$ cat config.mk
export PLATFORM = sky130hd
export DESIGN_NAME = dmr_refresh_top
export DESIGN_NICKNAME = d
export VERILOG_FILES = /design/src/hdl/dmr_pkg.sv /design/src/hdl/dmr_refresh_top.sv /design/src/hdl/dmr_cmd_decode.sv /design/src/hdl/dmr_scan_timer.sv
export SDC_FILE = /design/constraint.sdc
export NUM_CORES = 1
export LEC_CHECK = 0
export BUFFER_PORTS_ARGS = -buffer_cell sky130_fd_sc_hd__buf_2
export CAP_MARGIN = 20
export CORE_ASPECT_RATIO = 1.1
export CORE_MARGIN = 8
export CORE_UTILIZATION = 25
export CTS_CLUSTER_DIAMETER = 200
export CTS_CLUSTER_SIZE = 24
export DETAILED_ROUTE_END_ITERATION = 8
export GPL_ROUTABILITY_DRIVEN = 0
export SYNTH_ARGS = -nofsm -noshare
export SYNTH_HDL_FRONTEND = slang
export SYNTH_SLANG_ARGS = --single-unit
$ cat constraint.sdc
create_clock -name sys_clk_in -period 9.5 [get_ports sys_clk_in]
set_input_delay 1.9 -clock sys_clk_in [delete_from_list [all_inputs] [get_ports sys_clk_in]]
set_output_delay 1.9 -clock sys_clk_in [all_outputs]
set_load 0.02 [all_outputs]
$ cat src/hdl/dmr_pkg.sv
// constants, types and helper functions of the dot matrix refresh controller
// Behaviour
// - command 0x80..0x9f loads grid count from low five bits; zero means 32
// - each character slot lasts 16, 32 or 64 clock cycles
// - active at most 13, 29 or 61 cycles per slot; three dark cycles remain
// - command 0x40..0x7f loads low six bits into the brightness duty register
// - active time is zero for duty 0..2, else duty minus 2, capped
// - slot length is 64 cycles after reset until changed
// - display byte: low seven bits are the code, top bit is the attribute
// - blank mode suppresses dots of characters whose attribute is set
// - inverse mode complements dots of characters whose attribute is set
// - normal mode shows the pattern with cursor when attribute is set
// - cursor follows the attribute in every mode and is never inverted
// - after reset scanning stays halted until the start command arrives, on a slave until the sync edge
// - only the master acts on start and pulses the slave sync output
// - display byte stored at pointer, then pointer increments
// - pointer wraps to zero when its increment would equal the grid count
// - control bytes follow prefix 0x01; other bytes are display data
// - commands 0x05, 0x06, 0x07 select 16, 32, 64 cycle slots
// - commands 0x08, 0x09, 0x0a select normal, blank, inverse mode
// - command 0x0e starts refresh; a repeat while running gives no second sync pulse
package dmr_pkg;

  // apb register byte addresses
  localparam logic [11:0] dmr_addr_data = 12'h000;
  localparam logic [11:0] dmr_addr_status = 12'h004;
  localparam logic [11:0] dmr_addr_config = 12'h008;

  // status word field positions
  localparam int dmr_st_run_pos = 0;
  localparam int dmr_st_mode_pos = 1;
  localparam int dmr_st_slot_pos = 3;
  localparam int dmr_st_duty_pos = 5;
  localparam int dmr_st_grid_pos = 11;
  localparam int dmr_st_ptr_pos = 16;
  localparam int dmr_st_scan_pos = 21;
  localparam int dmr_cfg_master_pos = 0;

  // command byte codes
  localparam logic [7:0] dmr_prefix = 8'h01;
  localparam logic [7:0] dmr_cmd_slot16 = 8'h05;
  localparam logic [7:0] dmr_cmd_slot32 = 8'h06;
  localparam logic [7:0] dmr_cmd_slot64 = 8'h07;
  localparam logic [7:0] dmr_cmd_normal = 8'h08;
  localparam logic [7:0] dmr_cmd_blank = 8'h09;
  localparam logic [7:0] dmr_cmd_inverse = 8'h0a;
  localparam logic [7:0] dmr_cmd_start = 8'h0e;
  localparam logic [7:0] dmr_cmd_ptr_last = 8'hd3;
  localparam logic [1:0] dmr_duty_top = 2'h1;
  localparam logic [2:0] dmr_grid_top = 3'h4;
  localparam logic [2:0] dmr_ptr_top = 3'h6;

  // timing in controller cycles
  localparam logic [6:0] dmr_slot16_len = 7'h10;
  localparam logic [6:0] dmr_slot32_len = 7'h20;
  localparam logic [6:0] dmr_slot64_len = 7'h40;
  localparam logic [6:0] dmr_gap_len = 7'h03;
  localparam logic [5:0] dmr_duty_offset = 6'h02;
  localparam logic [5:0] dmr_grid_full = 6'h20;

  // values after reset
  localparam logic [5:0] dmr_duty_rst = 6'h00;
  localparam logic [4:0] dmr_grid_rst = 5'h00;
  localparam logic [4:0] dmr_ptr_rst = 5'h00;
  localparam logic [6:0] dmr_cyc_rst = 7'h00;
  localparam logic [7:0] dmr_byte_rst = 8'h00;
  localparam logic dmr_master_rst = 1'b1;

  typedef enum logic [1:0] {dmr_slot16, dmr_slot32, dmr_slot64} dmr_slot_type;
  typedef enum logic [1:0] {dmr_mode_normal, dmr_mode_blank, dmr_mode_inverse} dmr_mode_type;
  typedef enum logic {dmr_halted, dmr_running} dmr_run_type;
  typedef enum logic [2:0] {
    dmr_do_none, dmr_do_data, dmr_do_slot, dmr_do_mode,
    dmr_do_start, dmr_do_duty, dmr_do_grid, dmr_do_ptr
  } dmr_cmd_type;

  function automatic logic [6:0] dmr_slot_len(input dmr_slot_type s);
    unique case (s)
      dmr_slot16: dmr_slot_len = dmr_slot16_len;
      dmr_slot32: dmr_slot_len = dmr_slot32_len;
      default: dmr_slot_len = dmr_slot64_len;
    endcase
  endfunction

  // zero grid count stands for a full 32 positions
  function automatic logic [5:0] dmr_grid_eff(input logic [4:0] g);
    dmr_grid_eff = (g == 5'h00) ? dmr_grid_full : {1'b0, g};
  endfunction

  function automatic logic [6:0] dmr_on_time(input logic [5:0] d, input dmr_slot_type s);
    logic [6:0] raw;
    logic [6:0] cap;
    raw = (d > dmr_duty_offset) ? {1'b0, d - dmr_duty_offset} : dmr_cyc_rst;
    cap = dmr_slot_len(s) - dmr_gap_len;
    dmr_on_time = (raw > cap) ? cap : raw;
  endfunction

endpackage

$ cat src/hdl/dmr_refresh_top.sv
// apb-controlled refresh and multiplex timing for a dot matrix display
module dmr_refresh_top (
  input wire logic sys_clk_in, // controller clock, 100 MHz
  input wire logic nrst_in, // async reset, active low
  input wire logic psel_in, // apb select
  input wire logic penable_in, // apb access phase
  input wire logic pwrite_in, // apb direction, high for write
  input wire logic [11:0] paddr_in, // apb byte address
  input wire logic [31:0] pwdata_in, // apb write data
  output logic [31:0] prdata_out, // apb read data
  output logic pready_out, // apb ready
  output logic pslverr_out, // apb error on unmapped address
  input wire logic slave_sync_in, // start pulse from a master, async
  output logic slave_sync_pulse_out, // start pulse to slaves
  output logic [4:0] grid_sel_out, // scanned position
  output logic grid_active_out, // grid and anodes may be on
  output logic [6:0] char_code_out, // character code for the font decoder
  output logic dot_on_out, // dots enabled
  output logic dot_invert_out, // dots complemented
  output logic cursor_out // cursor segment on
);
  logic [7:0] buf_mem [32];
  dmr_pkg::dmr_slot_type slot_reg;
  dmr_pkg::dmr_mode_type mode_reg;
  dmr_pkg::dmr_run_type run_reg;
  logic [5:0] duty_reg;
  logic [4:0] grid_reg;
  logic [4:0] ptr_reg;
  logic master_reg;
  logic [31:0] prdata_reg;
  logic sync_meta_reg;
  logic sync_sync_reg;
  logic sync_prev_reg;
  logic sync_rise;
  logic [5:0] grid_eff;
  logic [6:0] slot_len;
  logic [6:0] on_time;
  logic [4:0] scan_pos;
  logic scan_active;
  logic [7:0] cur_byte;
  logic attr;
  dmr_pkg::dmr_cmd_type cmd;
  logic [7:0] arg;
  logic addr_ok;
  logic apb_wr;
  logic byte_valid;
  logic [31:0] status_word;

  // ---------------- apb slave ----------------
  // unmapped addresses read as zero and raise pslverr
  assign addr_ok = (paddr_in == dmr_pkg::dmr_addr_data) || (paddr_in == dmr_pkg::dmr_addr_status)
                   || (paddr_in == dmr_pkg::dmr_addr_config);
  // zero wait states: read data is captured in the setup cycle
  assign pready_out = 1'b1;
  assign pslverr_out = psel_in && penable_in && !addr_ok;
  assign apb_wr = psel_in && penable_in && pwrite_in && addr_ok;
  assign byte_valid = apb_wr && (paddr_in == dmr_pkg::dmr_addr_data);
  assign prdata_out = prdata_reg;

  always_comb begin
    status_word = 32'h0000_0000;
    status_word[dmr_pkg::dmr_st_run_pos] = (run_reg == dmr_pkg::dmr_running);
    status_word[dmr_pkg::dmr_st_mode_pos +: 2] = mode_reg;
    status_word[dmr_pkg::dmr_st_slot_pos +: 2] = slot_reg;
    status_word[dmr_pkg::dmr_st_duty_pos +: 6] = duty_reg;
    status_word[dmr_pkg::dmr_st_grid_pos +: 5] = grid_reg;
    status_word[dmr_pkg::dmr_st_ptr_pos +: 5] = ptr_reg;
    status_word[dmr_pkg::dmr_st_scan_pos +: 5] = scan_pos;
  end

  always_ff @(posedge sys_clk_in or negedge nrst_in) begin
    if (!nrst_in) begin
      prdata_reg <= 32'h0000_0000;
    end else if (psel_in && !penable_in) begin
      if (paddr_in == dmr_pkg::dmr_addr_status)
        prdata_reg <= status_word;
      else if (paddr_in == dmr_pkg::dmr_addr_config)
        prdata_reg <= {31'h0000_0000, master_reg};
      else
        prdata_reg <= 32'h0000_0000;
    end
  end

  always_ff @(posedge sys_clk_in or negedge nrst_in) begin
    if (!nrst_in) begin
      master_reg <= dmr_pkg::dmr_master_rst;
    end else if (apb_wr && paddr_in == dmr_pkg::dmr_addr_config) begin
      master_reg <= pwdata_in[dmr_pkg::dmr_cfg_master_pos];
    end
  end

  // ---------------- command decode ----------------
  dmr_cmd_decode u_decode (
    .sys_clk_in(sys_clk_in),
    .nrst_in(nrst_in),
    .byte_valid_in(byte_valid),
    .byte_in(pwdata_in[7:0]),
    .cmd_out(cmd),
    .arg_out(arg)
  );

  always_ff @(posedge sys_clk_in or negedge nrst_in) begin
    if (!nrst_in) begin
      slot_reg <= dmr_pkg::dmr_slot64;
    end else if (cmd == dmr_pkg::dmr_do_slot) begin
      unique case (arg)
        dmr_pkg::dmr_cmd_slot16: slot_reg <= dmr_pkg::dmr_slot16;
        dmr_pkg::dmr_cmd_slot32: slot_reg <= dmr_pkg::dmr_slot32;
        default: slot_reg <= dmr_pkg::dmr_slot64;
      endcase
    end
  end

  always_ff @(posedge sys_clk_in or negedge nrst_in) begin
    if (!nrst_in) begin
      mode_reg <= dmr_pkg::dmr_mode_normal;
    end else if (cmd == dmr_pkg::dmr_do_mode) begin
      unique case (arg)
        dmr_pkg::dmr_cmd_blank: mode_reg <= dmr_pkg::dmr_mode_blank;
        dmr_pkg::dmr_cmd_inverse: mode_reg <= dmr_pkg::dmr_mode_inverse;
        default: mode_reg <= dmr_pkg::dmr_mode_normal;
      endcase
    end
  end

  always_ff @(posedge sys_clk_in or negedge nrst_in) begin
    if (!nrst_in) begin
      duty_reg <= dmr_pkg::dmr_duty_rst;
    end else if (cmd == dmr_pkg::dmr_do_duty) begin
      duty_reg <= arg[5:0];
    end
  end

  // grid count may change at any time; the scan wraps at the next slot end
  always_ff @(posedge sys_clk_in or negedge nrst_in) begin
    if (!nrst_in) begin
      grid_reg <= dmr_pkg::dmr_grid_rst;
    end else if (cmd == dmr_pkg::dmr_do_grid) begin
      grid_reg <= arg[4:0];
    end
  end

  assign grid_eff = dmr_pkg::dmr_grid_eff(grid_reg);

  always_ff @(posedge sys_clk_in or negedge nrst_in) begin
    if (!nrst_in) begin
      ptr_reg <= dmr_pkg::dmr_ptr_rst;
    end else if (cmd == dmr_pkg::dmr_do_ptr) begin
      ptr_reg <= arg[4:0];
    end else if (cmd == dmr_pkg::dmr_do_data) begin
      if ({1'b0, ptr_reg} + 6'h01 == grid_eff)
        ptr_reg <= dmr_pkg::dmr_ptr_rst;
      else
        ptr_reg <= ptr_reg + 5'h01;
    end
  end

  always_ff @(posedge sys_clk_in or negedge nrst_in) begin
    if (!nrst_in) begin
      for (int i = 0; i < 32; i++)
        buf_mem[i] <= dmr_pkg::dmr_byte_rst;
    end else if (cmd == dmr_pkg::dmr_do_data) begin
      buf_mem[ptr_reg] <= arg;
    end
  end

  // ---------------- start and multi-controller sync ----------------
  always_ff @(posedge sys_clk_in or negedge nrst_in) begin
    if (!nrst_in) begin
      sync_meta_reg <= 1'b0;
      sync_sync_reg <= 1'b0;
      sync_prev_reg <= 1'b0;
    end else begin
      sync_meta_reg <= slave_sync_in;
      sync_sync_reg <= sync_meta_reg;
      sync_prev_reg <= sync_sync_reg;
    end
  end

  assign sync_rise = sync_sync_reg && !sync_prev_reg;

  // a slave ignores the start code and waits for the master's pulse
  always_ff @(posedge sys_clk_in or negedge nrst_in) begin
    if (!nrst_in) begin
      run_reg <= dmr_pkg::dmr_halted;
    end else if (cmd == dmr_pkg::dmr_do_start && master_reg) begin
      run_reg <= dmr_pkg::dmr_running;
    end else if (sync_rise && !master_reg) begin
      run_reg <= dmr_pkg::dmr_running;
    end
  end

  // the sync pulse goes out in the same cycle the master starts; on a shared clock a slave starts three cycles later, after its synchronizer
  always_ff @(posedge sys_clk_in or negedge nrst_in) begin
    if (!nrst_in) begin
      slave_sync_pulse_out <= 1'b0;
    end else begin
      slave_sync_pulse_out <= (cmd == dmr_pkg::dmr_do_start) && master_reg
                              && (run_reg == dmr_pkg::dmr_halted);
    end
  end

  // ---------------- scan ----------------
  assign slot_len = dmr_pkg::dmr_slot_len(slot_reg);
  assign on_time = dmr_pkg::dmr_on_time(duty_reg, slot_reg);

  dmr_scan_timer u_timer (
    .sys_clk_in(sys_clk_in),
    .nrst_in(nrst_in),
    .run_in(run_reg == dmr_pkg::dmr_running),
    .slot_len_in(slot_len),
    .on_time_in(on_time),
    .grid_count_in(grid_eff),
    .pos_out(scan_pos),
    .active_out(scan_active)
  );

  assign cur_byte = buf_mem[scan_pos];
  assign attr = cur_byte[7];

  always_ff @(posedge sys_clk_in or negedge nrst_in) begin
    if (!nrst_in) begin
      grid_sel_out <= dmr_pkg::dmr_ptr_rst;
      char_code_out <= 7'h00;
      grid_active_out <= 1'b0;
    end else begin
      grid_sel_out <= scan_pos;
      char_code_out <= cur_byte[6:0];
      grid_active_out <= scan_active;
    end
  end

  always_ff @(posedge sys_clk_in or negedge nrst_in) begin
    if (!nrst_in) begin
      dot_on_out <= 1'b0;
      dot_invert_out <= 1'b0;
      cursor_out <= 1'b0;
    end else begin
      dot_on_out <= scan_active && !(attr && mode_reg == dmr_pkg::dmr_mode_blank);
      dot_invert_out <= scan_active && attr && mode_reg == dmr_pkg::dmr_mode_inverse;
      cursor_out <= scan_active && attr;
    end
  end

  // ---------------- checks ----------------
  // length of the current lit run, so the cap needs no long repetition
  logic [6:0] act_run_cnt;

  always_ff @(posedge sys_clk_in or negedge nrst_in) begin
    if (!nrst_in)
      act_run_cnt <= 7'h00;
    else if (grid_active_out)
      act_run_cnt <= act_run_cnt + 7'h01;
    else
      act_run_cnt <= 7'h00;
  end
endmodule

$ cat src/hdl/dmr_cmd_decode.sv
// prefix tracking and classification of incoming control and display bytes
module dmr_cmd_decode (
  input wire logic sys_clk_in, // controller clock
  input wire logic nrst_in, // async reset, active low
  input wire logic byte_valid_in, // one-cycle strobe with a new byte
  input wire logic [7:0] byte_in, // byte from the host
  output dmr_pkg::dmr_cmd_type cmd_out, // decoded action, one cycle
  output logic [7:0] arg_out // byte that goes with cmd_out
);
  logic prefix_reg;

  function automatic dmr_pkg::dmr_cmd_type dmr_classify(input logic [7:0] b);
    if (b == dmr_pkg::dmr_prefix)
      dmr_classify = dmr_pkg::dmr_do_data;
    else if (b >= dmr_pkg::dmr_cmd_slot16 && b <= dmr_pkg::dmr_cmd_slot64)
      dmr_classify = dmr_pkg::dmr_do_slot;
    else if (b >= dmr_pkg::dmr_cmd_normal && b <= dmr_pkg::dmr_cmd_inverse)
      dmr_classify = dmr_pkg::dmr_do_mode;
    else if (b == dmr_pkg::dmr_cmd_start)
      dmr_classify = dmr_pkg::dmr_do_start;
    else if (b[7:6] == dmr_pkg::dmr_duty_top)
      dmr_classify = dmr_pkg::dmr_do_duty;
    else if (b[7:5] == dmr_pkg::dmr_grid_top)
      dmr_classify = dmr_pkg::dmr_do_grid;
    else if (b[7:5] == dmr_pkg::dmr_ptr_top && b <= dmr_pkg::dmr_cmd_ptr_last)
      dmr_classify = dmr_pkg::dmr_do_ptr;
    else
      dmr_classify = dmr_pkg::dmr_do_none;
  endfunction

  // a prefix arms the next byte as a command; prefix twice stores 0x01 as data
  always_ff @(posedge sys_clk_in or negedge nrst_in) begin
    if (!nrst_in) begin
      prefix_reg <= 1'b0;
    end else if (byte_valid_in) begin
      prefix_reg <= !prefix_reg && (byte_in == dmr_pkg::dmr_prefix);
    end
  end

  always_ff @(posedge sys_clk_in or negedge nrst_in) begin
    if (!nrst_in) begin
      cmd_out <= dmr_pkg::dmr_do_none;
      arg_out <= dmr_pkg::dmr_byte_rst;
    end else if (byte_valid_in && prefix_reg) begin
      cmd_out <= dmr_classify(byte_in);
      arg_out <= byte_in;
    end else if (byte_valid_in && byte_in != dmr_pkg::dmr_prefix) begin
      cmd_out <= dmr_pkg::dmr_do_data;
      arg_out <= byte_in;
    end else begin
      cmd_out <= dmr_pkg::dmr_do_none;
    end
  end
endmodule

$ cat src/hdl/dmr_scan_timer.sv
// slot cycle counter and scanned position counter
module dmr_scan_timer (
  input wire logic sys_clk_in, // controller clock
  input wire logic nrst_in, // async reset, active low
  input wire logic run_in, // refresh running
  input wire logic [6:0] slot_len_in, // cycles per slot
  input wire logic [6:0] on_time_in, // active cycles per slot
  input wire logic [5:0] grid_count_in, // positions scanned, 1..32
  output logic [4:0] pos_out, // position being scanned
  output logic active_out // drivers may be on this cycle
);
  logic [6:0] cyc_reg;
  logic [6:0] dark_reg;
  logic act_prev_reg;
  logic slot_end;

  // a burst only starts at slot start, so a duty or slot change cannot relight a dark slot
  assign active_out = run_in && (cyc_reg < on_time_in)
                      && (cyc_reg == dmr_pkg::dmr_cyc_rst || act_prev_reg);
  // a shortened slot ends at once, but never before three dark cycles have passed
  assign slot_end = run_in && !active_out && (dark_reg >= dmr_pkg::dmr_gap_len - 7'h01)
                    && (cyc_reg >= slot_len_in - 7'h01);

  always_ff @(posedge sys_clk_in or negedge nrst_in) begin
    if (!nrst_in) begin
      dark_reg <= dmr_pkg::dmr_cyc_rst;
      act_prev_reg <= 1'b0;
    end else begin
      act_prev_reg <= active_out;
      if (active_out)
        dark_reg <= dmr_pkg::dmr_cyc_rst;
      else if (dark_reg < dmr_pkg::dmr_gap_len)
        dark_reg <= dark_reg + 7'h01;
    end
  end

  always_ff @(posedge sys_clk_in or negedge nrst_in) begin
    if (!nrst_in) begin
      cyc_reg <= dmr_pkg::dmr_cyc_rst;
    end else if (!run_in || slot_end) begin
      cyc_reg <= dmr_pkg::dmr_cyc_rst;
    end else begin
      cyc_reg <= cyc_reg + 7'h01;
    end
  end

  always_ff @(posedge sys_clk_in or negedge nrst_in) begin
    if (!nrst_in) begin
      pos_out <= dmr_pkg::dmr_ptr_rst;
    end else if (slot_end) begin
      if ({1'b0, pos_out} + 6'h01 >= grid_count_in)
        pos_out <= dmr_pkg::dmr_ptr_rst;
      else
        pos_out <= pos_out + 5'h01;
    end
  end
endmodule

After elaboration in Yosys (flattened, before gate mapping)
Index checks and enable logic that the tools add are counted.
{"block": "totals", "word_cells": 187, "output_inout_bits": 51, "regBits": 361}
{"block": "op_classes", "n_bitwise": 3, "eq_ne": 23, "order_cmp": 15, "muxes": 34, "n_reduce_logical": 47, "n_addsub": 9}
{"cell": "$bwmux 256", "count": 1}
{"cell": "$bmux 8 s5", "count": 1}
{"cell": "$demux 8 s5", "count": 1}
{"cell": "$mux 8", "count": 5}
{"cell": "$mux 32", "count": 1}
{"cell": "$mux 7", "count": 4}
{"cell": "$logic_and 1x1->1", "count": 27}
{"cell": "$eq 8x4->1 const B", "count": 3}
{"cell": "$mux 3", "count": 8}
{"cell": "$mux 5", "count": 4}
{"cell": "$eq 3x3->1 const B", "count": 6}
{"cell": "$eq 8x3->1 const B", "count": 2}
{"cell": "$add 7x1->7 const B", "count": 2}
{"cell": "$pmux 7 s2", "count": 1}
{"cell": "$add 5x1->6 const B", "count": 2}
{"cell": "$eq 12x3->1 const B", "count": 1}
{"cell": "$eq 12x4->1 const B", "count": 1}
{"cell": "$ge 6x6->1 const B", "count": 2}
{"cell": "$logic_not 12->1", "count": 1}
{"cell": "$mux 6", "count": 2}
{"cell": "$not 5->6", "count": 2}
{"cell": "$add 5x1->5 const B", "count": 2}
{"cell": "$eq 8x1->1 const B", "count": 1}
{"cell": "$ge 8x3->1 const B", "count": 1}
{"cell": "other kinds (30)", "count": 50}

Depth between registers and ports, before layout
{"block": "depth", "depth_word": 14, "mapped_depth": 21}

By module
From an unflattened synthesis, not the netlist that was laid out.
{"block": "unflattened", "hier_cells": 1194, "area_unflattened_um2": 16812.4}
{"mod": "dmr_refresh_top", "seq_area_each_um2": 8110.3, "instances": 1, "area_each_um2": 14739.1, "cells_each": 988}
{"mod": "dmr_scan_timer", "seq_area_each_um2": 500.5, "instances": 1, "area_each_um2": 1507.7, "cells_each": 160}
{"mod": "dmr_cmd_decode", "seq_area_each_um2": 300.3, "instances": 1, "area_each_um2": 565.5, "cells_each": 46}

Worst setup path after synthesis
Ideal clock, no wire load.
{"block": "synth_timing", "path_kind": "input port to output port", "from": "input port paddr_in[7]", "to": "output port pslverr_out", "arrival_time_ns": 2.577, "stages": 4, "path_buffers": 0, "setup_slack_ns": 5.023, "cell_sequence": "nor4_1 nand3_1 a21oi_1 nor2_1"}
{"block": "synth_via", "elab_chain_cells": 5, "elab_cells_between_ends": 7}
{"element": "from (decl)", "line_no": "dmr_refresh_top.sv:8", "text": "input wire logic [11:0] paddr_in,"}
{"element": "$eq 12x3->1 / $logic_not 12->1 (equally long branches)", "line_no": "dmr_refresh_top.sv:51", "text": "assign addr_ok = (paddr_in == dmr_pkg::dmr_addr_data) || (paddr_in == dmr_pkg::dmr_addr_status)"}
{"element": "$logic_or 1x1->1", "line_no": "dmr_refresh_top.sv:51"}
{"element": "$logic_or 1x1->1 (*)", "line_no": "dmr_refresh_top.sv:52", "text": "|| (paddr_in == dmr_pkg::dmr_addr_config);"}
{"element": "$logic_not 1->1 (*)", "line_no": "dmr_refresh_top.sv:55", "text": "assign pslverr_out = psel_in && penable_in && !addr_ok;"}
{"element": "$logic_and 1x1->1 (*)", "line_no": "dmr_refresh_top.sv:55"}
{"element": "to (decl)", "line_no": "dmr_refresh_top.sv:12", "text": "output logic pslverr_out,"}
Every way passes the cells marked *; elsewhere a longest branch is shown, timed or not.

Worst setup path after layout
Ends and elaborated chain as after synthesis.

==> results.py <==
metrics = {
    "sta": {
        "timing.slew.headroom_pct": 27.88,
        "setup_viol": 0,
        "worstMarginPinSlew_ns": 1.082,
        "rsz0062_at_grt": "false",
        "period_share_pct": 50.84,
        "drv_slew": 0,
        "min_period_ns": 4.830,
        "fmax_ghz": 0.2070,
        "finalHoldViolCount": 0,
        "setup_tns_ns": 0,
        "whs_ns": 0.3835,
        "layout_setup_ws_ns": 4.670,
        "fin_worst_skew_ns": 0.01504,
    },
    "clocking": {
        "cts-root-buf": "clkbuf_16",
        "postCtsSetupBuffers": 0,
        "cts-resized-gates": 0,
        "cts_buffers": 18,
        "clock_latency_ns": 0.53,
        "cts.sinks": 355,
        "cts_tree": "built",
        "cts.clk_slew.worst_paths_ns": 0.09,
        "h-tree-depth": 1,
        "cts_hold_buf": 0,
        "clock_path_buffers": 3,
    },
    "floorplan": {
        "initial_core_util_pct": 25.10,
        "io_pins": 101,
        "core_area_um2": 66020,
        "die_y_um": 286.1,
        "die_w_um": 261.5,
        "die-area_um2": 74800,
        "rows": 99,
    },
    "global_route": {
        "grt_max_degree": 173,
        "first_global_vias": 10510,
        "gr-total-overflow": 0,
        "grt_pass1_wl_um": 62420,
        "grt_use_total_pct": 10.46,
        "antenna_found_initial": 0,
    },
    "power_and_ir_drop": {
        "p_per_area_nw_per_um2": 176.8,
        "p_comb_share_pct": 22.6,
        "sequentialPowerShare_pct": 51.3,
        "internal_power_mw": 2.210,
        "p_sw_mw": 1.038,
        "p_clk_share_pct": 26.1,
        "p_sw_share_pct": 31.96,
        "vdd_drop_max_mv": 0.1138,
        "leakage_nw": 8.639,
        "total_power_mw": 3.248,
    },
    "drt": {
        "vias": 10010,
        "ant_nets": 0,
        "wirelength_um": 39490,
        "drcViolationCount": 0,
        "drtIter0Drc": 726,
        "drt_first_pass_iters": 5,
        "wire_per_inst_um": 18.63,
        "viasPerCell": 4.722,
    },
    "layout": {
        "diodes": 0,
        "final_cells": 2120,
        "largest_reg_flops": 256,
        "syn2layout_area_growth_pct": 10.83,
        "seqCellArea_um2": 8891,
        "fillers": 6654,
        "multiInputGateArea_um2": 7239,
        "utilization_pct": 27.82,
        "top_register": "buf_mem",
        "most-common-layout-cells": "dfrtp_1 (351), mux2_2 (274), buf_2 (68)",
        "fin_nets": 1334,
        "fin_area_um2": 18370,
        "drive_gt1_share_pct": 35.74,
        "mostFrequentLayoutCell": "dfrtp_1",
    },
    "logic_synthesis": {
        "synth_area_um2": 16570,
        "synth_compound_area_share_pct": 6.515,
        "ys.flop_type": "dfrtp_1",
        "avgSynthCellArea_um2": 13.55,
        "synthXorXnorAreaFrac_pct": 1.004,
        "ys_seq_area_share_pct": 53.61,
        "synth_area_leaders": "dfrtp_1 (53%), mux2_2 (19%), mux4_2 (6.1%)",
        "yosysTopAreaCellShare_pct": 53.30,
        "synth-simple-area-share_pct": 6.092,
        "yosys_warnings": 0,
        "synth_top_family_by_area": "multiplexers",
        "synth.distinct_cells": 65,
        "yosysTopAreaCell": "dfrtp_1",
        "synthAdderAreaFrac_pct": 2.114,
        "ys_async_sr_fraction_pct": 100.0,
        "synth_mux_area_share_pct": 27.72,
        "netlist_instances": 1223,
        "synth-edff-count": 0,
        "synth-seq-cells": 355,
    },
    "place": {
        "place_hpwl_um": 25950,
        "dp_slack_ns": 4.644,
        "placed_cell_area_um2": 17840,
        "place_inst": 2093,
        "portBuffers": 69,
    },
    "setup_path": {
        "cp.required_ns": 7.60,
        "r2r-end": "u_timer.pos_out[2]",
        "cp_num_cells": 6,
        "end_kind": "output port",
        "r2r_start": "duty_reg[1]",
        "reg2regPathDepth": 19,
        "critPathTopFamily": "simple AND/OR/NAND/NOR gates",
        "cpMostUsedCell": "buf_2",
        "reg2reg_setup_slack_ns": 5.19,
        "arrival_ns": 2.93,
        "crit_chain": "buf_2 -> nor4_1 -> nand3_1 -> a21oi_1 -> nor2_1 -> buf_2",
        "cp-start-kind": "primary input",
        "slowest_stage": "nor4_1",
        "crit_buf_inv": 2,
        "critPathKind": "in -> out",
        "critPathMaxStageDelay_ns": 0.28,
        "critPathMaxFanout": 5,
    },
    "outcome": {
        "status": "completed",
    },
    "hold_path": {
        "min_path_cells": 0,
        "holdCritStartpoint": "sync_meta_reg",
        "min_path_type": "reg -> reg",
        "holdPathEnd": "sync_sync_reg",
    },
    "flow_run": {
        "maxCapViolations": 0,
    },
}
==> worst register-to-register path: cells and delay by family, from the launching register on <==
family	cells	cell delay (ns)
adder cells (fa/ha/maj)	3	0.73
AND/OR/NAND/NOR	5	0.49
buffers and inverters	2	0.34
AO/OA/AOI/OAI	8	1.97
multiplexers	1	0.25
flip-flops	1	0.45
==> synthesized netlist by cell type, drive strengths merged, types with 12 or more instances <==
master and n:
a21oi 24, a22o 25, and2 15, buf 25, clkbuf 56, dfrtp 353
ha 28, inv 28, mux2 278, mux2i 45, mux4 45, nand2 43
nor2 66, nor4 12, o21ai 21, o221ai 28
==> how the worst max path moves through the flow <==
stage	startpoint	endpoint	slack (ns)
2_1_floorplan	paddr_in[7]	pslverr_out	5.02
3_3_place_gp	paddr_in[1]	pslverr_out	4.67
3_5_place_dp	paddr_in[7]	pslverr_out	4.64
4_1_cts	paddr_in[7]	pslverr_out	4.64
5_1_grt	paddr_in[7]	pslverr_out	4.56
6_report	paddr_in[7]	pslverr_out	4.67
==> power groups by stage <==
stage	clock (mW)	sequential [mW]	combinational, mW
2_1_floorplan	0	1.66	0.542
3_3_place_gp	0	1.70	0.725
3_5_place_dp	0	1.70	0.739
4_1_cts	0.877	1.67	0.742
5_1_grt	0.932	1.68	0.799
6_report	0.847	1.67	0.733
==> cell families (layout without fill, tap and decap cells) <==
kind of cell | after synthesis | after routing
XOR/XNOR | 19 | 19
flip-flops | 355 | 355
AND/OR/NAND/NOR | 195 | 195
other | 2 | 8
multiplexers | 368 | 368
buffers and inverters | 110 | 143
AO/OA/AOI/OAI | 146 | 146
adder cells (fa/ha/maj) | 28 | 28
==> cell type report <==
class | count | share of cell area (%)
clock buffers | 25 | 2.711
multi-input cells | 764 | 39.41
inverters | 29 | 0.5926
clock inverters | 1 | 0.04087
flip-flops and latches | 355 | 48.40
well taps | 858 | 5.844
repair buffers | 88 | 2.997
==> layer usage <==
metal  wire length [um]  track usage [%]  up-vias
met5                  0                0        -
li1                   -                -     4529
met2              19190            17.68      164
met3               1413            1.234       38
met4                820            2.979        0
met1              18070            13.98     5279
No activity file was read; power rests on OpenSTA's default activity.
